==> config.mk <==
export PLATFORM = sky130hd
export DESIGN_NAME = modbus_rtu_register_server
export DESIGN_NICKNAME = d
export VERILOG_FILES = /design/src/modbus_server_pkg.sv /design/src/crc16_byte.sv /design/src/modbus_rtu_register_server.sv
export SDC_FILE = /design/constraint.sdc
export NUM_CORES = 1
export LEC_CHECK = 0
export ABC_AREA = 1
export BUFFER_PORTS_ARGS = -buffer_cell sky130_fd_sc_hd__buf_2
export CAP_MARGIN = 20
export CORE_ASPECT_RATIO = 0.9
export CORE_MARGIN = 5
export CORE_UTILIZATION = 40
export DETAILED_ROUTE_END_ITERATION = 8
export GPL_ROUTABILITY_DRIVEN = 1
export PLACE_DENSITY_LB_ADDON = 0.05
export SLEW_MARGIN = 10
export SYNTH_ARGS = -nofsm -noshare
export SYNTH_HDL_FRONTEND = slang
export SYNTH_SLANG_ARGS = --single-unit
==> constraint.sdc <==
create_clock -name mclk_i -period 6 [get_ports mclk_i]
set_input_delay 0 -clock mclk_i [delete_from_list [all_inputs] [get_ports mclk_i]]
set_output_delay 0 -clock mclk_i [all_outputs]
set_load 0.02 [all_outputs]
==> src/modbus_server_pkg.sv <==
// constants shared by the request interpreter and its check-sum engine
package modbus_server_pkg;
  // function codes and exception codes
  localparam logic [7:0] FC_READ = 8'h03;
  localparam logic [7:0] FC_WRITE = 8'h06;
  localparam logic [7:0] EXC_FLAG = 8'h80;
  localparam logic [7:0] EXC_ILL_FUNC = 8'h01;
  localparam logic [7:0] EXC_ILL_ADDR = 8'h02;
  localparam logic [7:0] EXC_ILL_VALUE = 8'h03;
  // read quantity bounds and size of the holding register table
  localparam logic [15:0] QTY_MIN = 16'h0001;
  localparam logic [15:0] QTY_MAX = 16'h007d;
  localparam logic [16:0] TABLE_SIZE = 17'h0002c;
  // frame layout: byte positions and lengths
  localparam logic [8:0] REQ_LEN = 9'h008;
  localparam logic [8:0] MIN_LEN = 9'h004;
  localparam logic [8:0] FRAME_MAX = 9'h100;
  localparam logic [8:0] HDR_BYTES = 9'h003;
  localparam logic [8:0] ECHO_BYTES = 9'h006;
  localparam int BUF_BYTES = 6;
  // check-sum constants
  localparam logic [15:0] CRC_INIT = 16'hffff;
  localparam logic [15:0] CRC_POLY = 16'ha001;
  // inter-frame silence, printed time and derived cycle count
  localparam int CLK_PERIOD_NS = 50;
  localparam int SILENCE_NS = 2000000;
  localparam int SILENCE_CYC =
    (SILENCE_NS + CLK_PERIOD_NS - 1) / CLK_PERIOD_NS;
  // kinds of answer
  localparam logic [1:0] KIND_EXC = 2'h0;
  localparam logic [1:0] KIND_READ = 2'h1;
  localparam logic [1:0] KIND_WRITE = 2'h2;
  // reset values
  localparam logic [7:0] BYTE_RST = 8'h00;
  localparam logic [15:0] WORD_RST = 16'h0000;
endpackage

==> src/crc16_byte.sv <==
// running 16-bit frame check sum, one byte per enabled clock
`timescale 1ns/1ps
module crc16_byte (
  input wire logic mclk_i,
  input wire logic rst_i,
  input wire logic clear_i,
  input wire logic en_i,
  input wire logic [7:0] data_i,
  output logic [15:0] crc_o
);
  logic [15:0] crc_r;
  logic [15:0] crc_nxt;

  // clear restarts from the seed; with en it also folds the first byte in
  always_comb begin
    logic [15:0] c;
    c = clear_i ? modbus_server_pkg::CRC_INIT : crc_r;
    if (en_i) begin
      c = c ^ {8'h00, data_i};
      for (int i = 0; i < 8; i++) begin
        c = c[0] ? ((c >> 1) ^ modbus_server_pkg::CRC_POLY) : (c >> 1);
      end
    end
    crc_nxt = c;
  end

  always_ff @(posedge mclk_i) begin
    if (rst_i) begin
      crc_r <= modbus_server_pkg::CRC_INIT;
    end else begin
      crc_r <= crc_nxt;
    end
  end

  assign crc_o = crc_r;
endmodule

==> src/modbus_rtu_register_server.sv <==
// request interpreter for a serial-line holding register server
`timescale 1ns/1ps
module modbus_rtu_register_server #(
  parameter int SILENCE_CYCLES = modbus_server_pkg::SILENCE_CYC
) (
  input wire logic mclk_i,
  input wire logic rst_i,
  input wire logic [7:0] node_addr_i,
  input wire logic [7:0] rx_byte_i,
  input wire logic rx_valid_i,
  input wire logic rx_err_i,
  output logic [7:0] tx_byte_o,
  output logic tx_valid_o,
  input wire logic tx_ready_i,
  output logic [15:0] reg_addr_o,
  output logic reg_rd_o,
  output logic reg_wr_o,
  output logic [15:0] reg_wdata_o,
  input wire logic [15:0] reg_rdata_i
);
  typedef enum logic [6:0] {
    ST_IDLE = 7'h01,
    ST_RECV = 7'h02,
    ST_EXEC = 7'h04,
    ST_LOAD = 7'h08,
    ST_FETCH = 7'h10,
    ST_GRAB = 7'h20,
    ST_SEND = 7'h40
  } state_t;

  state_t state_r, state_nxt;
  logic [19:0] gap_r, gap_nxt;
  logic [8:0] len_r, len_nxt;
  logic bad_r, bad_nxt;
  logic [7:0] buf_r [0:5];
  logic [7:0] buf_nxt [0:5];
  logic [1:0] kind_r, kind_nxt;
  logic [7:0] rfc_r, rfc_nxt;
  logic [7:0] exc_r, exc_nxt;
  logic [8:0] body_r, body_nxt;
  logic [8:0] idx_r, idx_nxt;
  logic [15:0] word_r, word_nxt;
  logic word_ok_r, word_ok_nxt;
  logic [15:0] crc_hold_r, crc_hold_nxt;
  logic [7:0] tx_byte_r, tx_byte_nxt;
  logic tx_valid_r, tx_valid_nxt;
  logic [15:0] reg_addr_r, reg_addr_nxt;
  logic reg_rd_r, reg_rd_nxt;
  logic reg_wr_r, reg_wr_nxt;
  logic [15:0] reg_wdata_r, reg_wdata_nxt;
  logic crc_clear, crc_en;
  logic [7:0] crc_data;
  logic [15:0] crc_val;
  logic silent;
  logic [15:0] req_addr, req_val;
  logic [16:0] read_end;
  logic [8:0] k;

  // one engine serves both directions: the line is half duplex
  crc16_byte crc_u (
    .mclk_i(mclk_i),
    .rst_i(rst_i),
    .clear_i(crc_clear),
    .en_i(crc_en),
    .data_i(crc_data),
    .crc_o(crc_val)
  );

  assign silent = (gap_r >= 20'(SILENCE_CYCLES));
  assign req_addr = {buf_r[2], buf_r[3]};
  assign req_val = {buf_r[4], buf_r[5]};
  assign read_end = {1'b0, req_addr} + {1'b0, req_val};
  assign k = idx_r - modbus_server_pkg::HDR_BYTES;

  // frame sequencing, request decoding and answer generation
  always_comb begin
    state_nxt = state_r;
    gap_nxt = gap_r;
    len_nxt = len_r;
    bad_nxt = bad_r;
    buf_nxt = buf_r;
    kind_nxt = kind_r;
    rfc_nxt = rfc_r;
    exc_nxt = exc_r;
    body_nxt = body_r;
    idx_nxt = idx_r;
    word_nxt = word_r;
    word_ok_nxt = word_ok_r;
    crc_hold_nxt = crc_hold_r;
    tx_byte_nxt = tx_byte_r;
    tx_valid_nxt = tx_valid_r;
    reg_addr_nxt = reg_addr_r;
    reg_rd_nxt = 1'b0;
    reg_wr_nxt = 1'b0;
    reg_wdata_nxt = reg_wdata_r;
    crc_clear = 1'b0;
    crc_en = 1'b0;
    crc_data = rx_byte_i;
    // silence timer: any character restarts it, saturates when quiet
    if (rx_valid_i) begin
      gap_nxt = '0;
    end else if (!silent) begin
      gap_nxt = gap_r + 20'h00001;
    end
    unique case (state_r)
      ST_IDLE: begin
        // a character after silence opens a frame with its address
        if (rx_valid_i && silent) begin
          state_nxt = ST_RECV;
          crc_clear = 1'b1;
          crc_en = 1'b1;
          len_nxt = 9'h001;
          bad_nxt = rx_err_i;
          buf_nxt[0] = rx_byte_i;
        end
      end
      ST_RECV: begin
        if (rx_valid_i) begin
          crc_en = 1'b1;
          if (len_r < 9'(modbus_server_pkg::BUF_BYTES)) begin
            buf_nxt[len_r[2:0]] = rx_byte_i;
          end
          if (len_r == modbus_server_pkg::FRAME_MAX) begin
            bad_nxt = 1'b1; // overlong frame is discarded
          end else begin
            len_nxt = len_r + 9'h001;
          end
          if (rx_err_i) begin
            bad_nxt = 1'b1;
          end
        end else if (silent) begin
          state_nxt = ST_EXEC;
        end
      end
      ST_EXEC: begin
        // residue over message plus its check bytes is zero when intact
        state_nxt = ST_IDLE;
        if (!bad_r && crc_val == 16'h0000
            && len_r >= modbus_server_pkg::MIN_LEN
            && buf_r[0] == node_addr_i) begin
          state_nxt = ST_LOAD;
          crc_clear = 1'b1;
          crc_data = 8'h00;
          idx_nxt = '0;
          word_ok_nxt = 1'b0;
          kind_nxt = modbus_server_pkg::KIND_EXC;
          rfc_nxt = buf_r[1] | modbus_server_pkg::EXC_FLAG;
          body_nxt = modbus_server_pkg::HDR_BYTES;
          if (buf_r[1] == modbus_server_pkg::FC_READ) begin
            if (len_r != modbus_server_pkg::REQ_LEN
                || req_val < modbus_server_pkg::QTY_MIN
                || req_val > modbus_server_pkg::QTY_MAX) begin
              exc_nxt = modbus_server_pkg::EXC_ILL_VALUE;
            end else if (read_end > modbus_server_pkg::TABLE_SIZE) begin
              exc_nxt = modbus_server_pkg::EXC_ILL_ADDR;
            end else begin
              kind_nxt = modbus_server_pkg::KIND_READ;
              rfc_nxt = buf_r[1];
              body_nxt = modbus_server_pkg::HDR_BYTES
                + {req_val[7:0], 1'b0};
            end
          end else if (buf_r[1] == modbus_server_pkg::FC_WRITE) begin
            if (len_r != modbus_server_pkg::REQ_LEN) begin
              exc_nxt = modbus_server_pkg::EXC_ILL_VALUE;
            end else if ({1'b0, req_addr}
                >= modbus_server_pkg::TABLE_SIZE) begin
              exc_nxt = modbus_server_pkg::EXC_ILL_ADDR;
            end else begin
              // store first; the echo starts only afterwards
              kind_nxt = modbus_server_pkg::KIND_WRITE;
              rfc_nxt = buf_r[1];
              body_nxt = modbus_server_pkg::ECHO_BYTES;
              reg_wr_nxt = 1'b1;
              reg_addr_nxt = req_addr;
              reg_wdata_nxt = req_val;
            end
          end else begin
            exc_nxt = modbus_server_pkg::EXC_ILL_FUNC;
          end
        end
      end
      ST_LOAD: begin
        // pick the byte at idx; register words are fetched on demand
        state_nxt = ST_SEND;
        tx_valid_nxt = 1'b1;
        if (idx_r == body_r) begin
          crc_hold_nxt = crc_val;
          tx_byte_nxt = crc_val[7:0];
        end else if (idx_r == body_r + 9'h001) begin
          tx_byte_nxt = crc_hold_r[15:8];
        end else if (idx_r == 9'h000) begin
          tx_byte_nxt = buf_r[0];
        end else if (idx_r == 9'h001) begin
          tx_byte_nxt = rfc_r;
        end else if (kind_r == modbus_server_pkg::KIND_EXC) begin
          tx_byte_nxt = exc_r;
        end else if (kind_r == modbus_server_pkg::KIND_WRITE) begin
          tx_byte_nxt = buf_r[idx_r[2:0]];
        end else if (idx_r == 9'h002) begin
          tx_byte_nxt = {req_val[6:0], 1'b0};
        end else if (!k[0] && !word_ok_r) begin
          state_nxt = ST_FETCH;
          tx_valid_nxt = 1'b0;
          reg_rd_nxt = 1'b1;
          reg_addr_nxt = req_addr + {8'h00, k[8:1]};
        end else begin
          tx_byte_nxt = k[0] ? word_r[7:0] : word_r[15:8];
        end
      end
      ST_FETCH: begin
        state_nxt = ST_GRAB; // read data arrives one cycle after strobe
      end
      ST_GRAB: begin
        word_nxt = reg_rdata_i;
        word_ok_nxt = 1'b1;
        state_nxt = ST_LOAD;
      end
      ST_SEND: begin
        if (tx_ready_i) begin
          tx_valid_nxt = 1'b0;
          crc_data = tx_byte_r;
          crc_en = (idx_r < body_r);
          if (k[0]) begin
            word_ok_nxt = 1'b0; // low byte gone, next word must be read
          end
          idx_nxt = idx_r + 9'h001;
          state_nxt = (idx_r == body_r + 9'h001) ? ST_IDLE : ST_LOAD;
        end
      end
    endcase
  end

  // registers of the interpreter; every output is one of these
  always_ff @(posedge mclk_i) begin
    if (rst_i) begin
      state_r <= ST_IDLE;
      gap_r <= '0;
      len_r <= '0;
      bad_r <= 1'b0;
      for (int i = 0; i < modbus_server_pkg::BUF_BYTES; i++) begin
        buf_r[i] <= modbus_server_pkg::BYTE_RST;
      end
      kind_r <= modbus_server_pkg::KIND_EXC;
      rfc_r <= modbus_server_pkg::BYTE_RST;
      exc_r <= modbus_server_pkg::BYTE_RST;
      body_r <= '0;
      idx_r <= '0;
      word_r <= modbus_server_pkg::WORD_RST;
      word_ok_r <= 1'b0;
      crc_hold_r <= modbus_server_pkg::WORD_RST;
      tx_byte_r <= modbus_server_pkg::BYTE_RST;
      tx_valid_r <= 1'b0;
      reg_addr_r <= modbus_server_pkg::WORD_RST;
      reg_rd_r <= 1'b0;
      reg_wr_r <= 1'b0;
      reg_wdata_r <= modbus_server_pkg::WORD_RST;
    end else begin
      state_r <= state_nxt;
      gap_r <= gap_nxt;
      len_r <= len_nxt;
      bad_r <= bad_nxt;
      buf_r <= buf_nxt;
      kind_r <= kind_nxt;
      rfc_r <= rfc_nxt;
      exc_r <= exc_nxt;
      body_r <= body_nxt;
      idx_r <= idx_nxt;
      word_r <= word_nxt;
      word_ok_r <= word_ok_nxt;
      crc_hold_r <= crc_hold_nxt;
      tx_byte_r <= tx_byte_nxt;
      tx_valid_r <= tx_valid_nxt;
      reg_addr_r <= reg_addr_nxt;
      reg_rd_r <= reg_rd_nxt;
      reg_wr_r <= reg_wr_nxt;
      reg_wdata_r <= reg_wdata_nxt;
    end
  end

  assign tx_byte_o = tx_byte_r;
  assign tx_valid_o = tx_valid_r;
  assign reg_addr_o = reg_addr_r;
  assign reg_rd_o = reg_rd_r;
  assign reg_wr_o = reg_wr_r;
  assign reg_wdata_o = reg_wdata_r;
endmodule

==> Word-level counts from Yosys, hierarchy flattened <==
Index checks and enable logic that the tools add are counted.
Widths: inputs -> output; s select.
{ "classes": {"n_bitwise": 18, "add_sub_neg": 8, "muxes": 119, "eq_ne": 42, "reduce_logical": 36, "n_lt_le_gt_ge": 11} }
{ "ops": {"columns": ["operator", "n"], "rows": [
  ["$mux 16", 23],
  ["$mux 8", 27],
  ["$mux 48", 2],
  ["$mux 7", 12],
  ["$mux 9", 8],
  ["$pmux 7 s7", 1],
  ["$bwmux 48", 1],
  ["$ne 2x2->1 const B", 21],
  ["$pmux 9 s2", 2],
  ["$pmux 16 s2", 1],
  ["$pmux 8 s2", 2],
  ["$add 9x1->9 const B", 3],
  ["$bmux 8 s3", 1],
  ["$demux 8 s3", 1],
  ["$mux 1", 24],
  ["$not 2->3", 8],
  ["$reduce_and 4->1", 6],
  ["$add 20x1->20 const B", 1],
  ["$ge 20x16->1 const B", 1],
  ["$eq 9x9->1", 2],
  ["$add 16x16->17", 1],
  ["$gt 17x6->1 const B", 1],
  ["$add 16x8->16", 1],
  ["$ge 16x6->1 const B", 1],
  ["51 further kinds", 83]
]} }
{ "totals": {"out_inout_bits": 43, "in_bits": 37, "reg_bits": 213, "elab_cells": 259} }

==> Longest topological paths before layout <==
{ "logic_depth": {"word_depth": 25, "mapped_depth": 23, "mapped_depth_nobuf": 23} }

==> Modules after synthesis <==
From an unflattened synthesis, not the netlist that was laid out.
{ "unflattened": {"cells_unflattened": 1924, "hier_area_um2": 12413.2} }
{ "by_module_without_submodules": {"columns": ["module", "area_per_inst_um2", "n_inst", "seq_area_each_um2", "cells_each"], "rows": [
  ["modbus_rtu_register_server", 11285.8, 1, 3663.5, 1751],
  ["crc16_byte", 1127.3, 1, 320.3, 173]
]} }

==> Least setup slack after synthesis <==
OpenSTA, ideal clock, no wires.
{ "synth_path": {"path_type": "register -> register", "from": "register idx_r[0]", "to": "register reg_addr_r[14], in the netlist reg_addr_o[14]", "path_buffers": 2, "arrival_ps": 3004, "stages_incl_launch_ff": 18, "t_required_ps": 5884, "slack_ps": 2880, "setup_ps": 116, "cell_sequence": "dfxtp_1 -> inv_1 -> clkbuf_1 -> buf_1 -> ha_1 -> ha_1 -> fa_1 -> nand3_1 -> nand2_1 -> a21oi_1 -> o21ai_0 -> a21oi_1 -> o21bai_1 -> nand4_1 -> nor4_1 -> xor2_1 -> o21ai_0 -> nor2_1"} }
{ "synth_via": {"elab_chain_len": 11} }
{ "synth_lines": {"columns": ["element", "line_no", "source"], "rows": [
  ["start, declared", "modbus_rtu_register_server.sv:41", "logic [8:0] idx_r, idx_nxt;"],
  ["start signal, assigned", "modbus_rtu_register_server.sv:267", "idx_r <= idx_nxt;"],
  ["$sub 9x2->9", "modbus_rtu_register_server.sv:73", "assign k = idx_r - modbus_server_pkg::HDR_BYTES;"],
  ["$add 16x8->16", "modbus_rtu_register_server.sv:205", "reg_addr_nxt = req_addr + {8'h00, k[8:1]};"],
  ["$mux 16", "modbus_rtu_register_server.sv:201", "end else if (!k[0] && !word_ok_r) begin"],
  ["$mux 16", "modbus_rtu_register_server.sv:199", "end else if (idx_r == 9'h002) begin"],
  ["$mux 16", "modbus_rtu_register_server.sv:197", "end else if (kind_r == modbus_server_pkg::KIND_WRITE) begin"],
  ["$mux 16", "modbus_rtu_register_server.sv:195", "end else if (kind_r == modbus_server_pkg::KIND_EXC) begin"],
  ["$mux 16", "modbus_rtu_register_server.sv:193", "end else if (idx_r == 9'h001) begin"],
  ["$mux 16", "modbus_rtu_register_server.sv:191", "end else if (idx_r == 9'h000) begin"],
  ["$mux 16", "modbus_rtu_register_server.sv:189", "end else if (idx_r == body_r + 9'h001) begin"],
  ["$mux 16", "modbus_rtu_register_server.sv:186", "if (idx_r == body_r) begin"],
  ["$pmux 16 s2", "modbus_rtu_register_server.sv:105", "unique case (state_r)"],
  ["end signal, assigned", "modbus_rtu_register_server.sv:253", "reg_addr_r <= modbus_server_pkg::WORD_RST;"],
  ["end signal, assigned", "modbus_rtu_register_server.sv:273", "reg_addr_r <= reg_addr_nxt;"],
  ["end, declared", "modbus_rtu_register_server.sv:47", "logic [15:0] reg_addr_r, reg_addr_nxt;"]
]} }
Parallel ways exist; a longest one is shown, timed or not. The select of a mux whose other input is x is not followed.
A chain may end at the register's enable or synchronous reset.

==> Worst setup path in the final report <==
{ "layout_path": {"from": "register idx_r[0]", "to": "register reg_addr_r[6], in the netlist reg_addr_o[6]"} }
The elaborated chain is that of the path after synthesis.

==> impl_metrics.ini <==
[status]
status = complete, no violations

[critical_path]
rrSetupSlack_ns = 1.51
start_kind = flip-flop
worst_ep_arrival_time_ns = 4.79
end_kind = flip-flop
cp_max_fo = 52
worstSetupPathType = reg2reg
critical_path_required_ns = 6.30

[sta]
fin_tns_setup_ns = 0
fmax_mhz = 223
rsz0062_at_grt = false
fin_crit_sh_pct = 74.9
maxSlewHeadroom_pct = 30.2
maxSlewViolCount = 0
finClkSkew_ns = 0.0126
finalSetupViolCount = 0
worst_pin_slew_ns = 1.04
hold_ws_ns = 0.0380
final_hold_viol_count = 0
min_period_ns = 4.49
setup_slack_ns = 1.51

[logic_synthesis]
synth-seq-area-share_pct = 33.9
synth_edf_count = 0
synth_cells = 1734
synth_ff_type = dfxtp_1
synth_top_area_share_pct = 33.9
netlist-cell-type-count = 52
syn_area_um2 = 11800
syn_nets = 1818
synth.most_common_cell = nand2_1
async_reset_ff_share_pct = 0
yosys_warnings = 0
ys_ff_latch = 199
synth_area_per_cell_um2 = 6.78
synth_area_leaders = dfxtp_1 34%, a21oi_1 8.6%, nand2_1 8.4%
yosysTopAreaCell = dfxtp_1
yosys-top-cells-count = 264 x nand2_1, 203 x a21oi_1, 199 x dfxtp_1

[clock_tree]
clockBufferDepth = 2
clock_latency_ns = 0.45
cts_tree = yes
cts_root_buf = clkbuf_16
numCtsBuffers = 17
post_cts_resized = 0
cts.sinks = 199
clk_pin_slew_ns = 0.08
htree_levels = 4

[die]
die_area_um2 = 32900
die_x_um = 191
io_pins = 80
initial_core_util_pct = 40.7
row_count = 59
die-height_um = 173
core_um2 = 28900

[global_route]
grt_max_degree = 59
antenna_found_initial = 0
track_usage_pct = 24.8
overflow = 0
grt_first_pass_wirelength_um = 64400
grt_pass1_vias = 11100

[power]
powerDensity_nw_per_um2 = 211
vdd_drop_max_mv = 0.212
leakage_nw = 5.53
p_total_mw = 2.81

[place]
dp_hpwl_um = 31000
io_buffers = 79
post_dp_cell_area_um2 = 12500
gp_congestion = 0.969
pre_cts_ws_ns = 1.62

[min_path]
min_path_type = in2reg

[cells_and_area]
layout.nets = 1888
drive_above_1_share_pct = 9.69
diodes = 0
syn_to_final_growth_pct = 13.4
final_cell_area_um2 = 13300

[detailed_routing]
wl_um = 41500
vias = 12100
drcViolationCount = 0
final_antenna_net_count = 0
dr.pass1.iters = 5
wl_per_cell_um = 18.8
viasPerCell = 5.45
drt-initial-drc-count = 1077

[job]
max_cap_violations = 0
[state kept, by name, summed over array words and instances, names as in the netlist, 9 cells and up]
name,cells
buf_r,48
gap_r,20
crc_u.crc_o,16
reg_addr_o,16
reg_wdata_o,16
word_r,16
body_r,9
idx_r,9
len_r,9
[report_power, final]
part	internal, mW	total (mW)	leakage, nW	switching, mW
clock	0.644	1.20	0.285	0.558
combinational	0.0822	0.251	3.64	0.168
sequential	1.34	1.36	1.60	0.0208
total	2.06	2.81	5.53	0.748
[final cells by class]
cell class	instances	area [um^2]
Multi-Input combinational cell	1261	6730
Sequential cell	199	3980
Inverter	210	796
Tap cell	396	495
Clock inverter	12	143
Clock buffer	20	457
Fill cell	3060	15600
Timing Repair Buffer	115	736
[worst max-delay path: stages (launching register included)]
cell and delay [ns]:
dfxtp_1 0.31, buf_4 0.42, inv_1 0.47, ha_1 0.45, nand3_1 0.09, nor3b_1 0.24, nand3_1 0.42, nor2_1 0.74
inv_1 0.33, o21ai_0 0.22, a21oi_1 0.18, buf_4 0.23, a21oi_1 0.15, nor3_1 0.07
[layout by cell type, fill, tap and decap left out, drive strengths merged, types with 45 or more instances in the layout]
cell type	count
a21oi	205
nor3	51
ha	45
dfxtp	199
nand3	105
inv	209
buf	90
o21ai	187
nand2	284
nor2	190
[layer usage]
layer  GRT usage (%)  part of all wire [%]  wire [um]  vias to the layer above
met5               0                     0          0                        -
met4            7.00                   2.3        975                        0
met3            4.82                   6.9       2870                       51
met2            36.8                    42      17400                      425
met1            36.5                    49      20200                     5570
li1                -                     -          -                     6019
[stage by stage]
| step | instances | util (%) |
|---|---|---|
| 2_1_floorplan | 1734 | - |
| 3_3_place_gp | 2152 | 43.0 |
| 3_5_place_dp | 2154 | 43.1 |
| 4_1_cts | 2211 | 46.0 |
| 5_1_grt | 2213 | 46.1 |
| 6_report | 2213 | 46.1 |
[logic make-up (layout without fill, tap and decap cells)]
logic type	count (synthesis)	in the layout	synth area share [%]
buffers and inverters	274	357	8.99
and+or+nand+nor	690	690	26.3
xor gates and xnor gates	46	46	3.42
adders and majority gates	47	47	5.13
AOI/OAI and AO/OA	477	477	22.2
DFF	199	199	33.9
muxes	1	1	0.0851
[what timing repair did]
item                                    in CTS  in global routing
endpoints found under the hold margin       25                  0
buffers inserted                             0                  0
endpoints found under the setup margin       0                  0
hold buffers                                25                  0
[final timing paths]
kind | start | to | depth (start not counted)
worst max register to register | idx_r[0] | reg_addr_o[6] | 13
worst min register to register | gap_r[16] | gap_r[16] | 2
worst min-delay path | rx_valid_i | gap_r[11] | 4
worst max-delay path | idx_r[0] | reg_addr_o[6] | 13
Note: power is estimated with default switching activity, not from simulation.
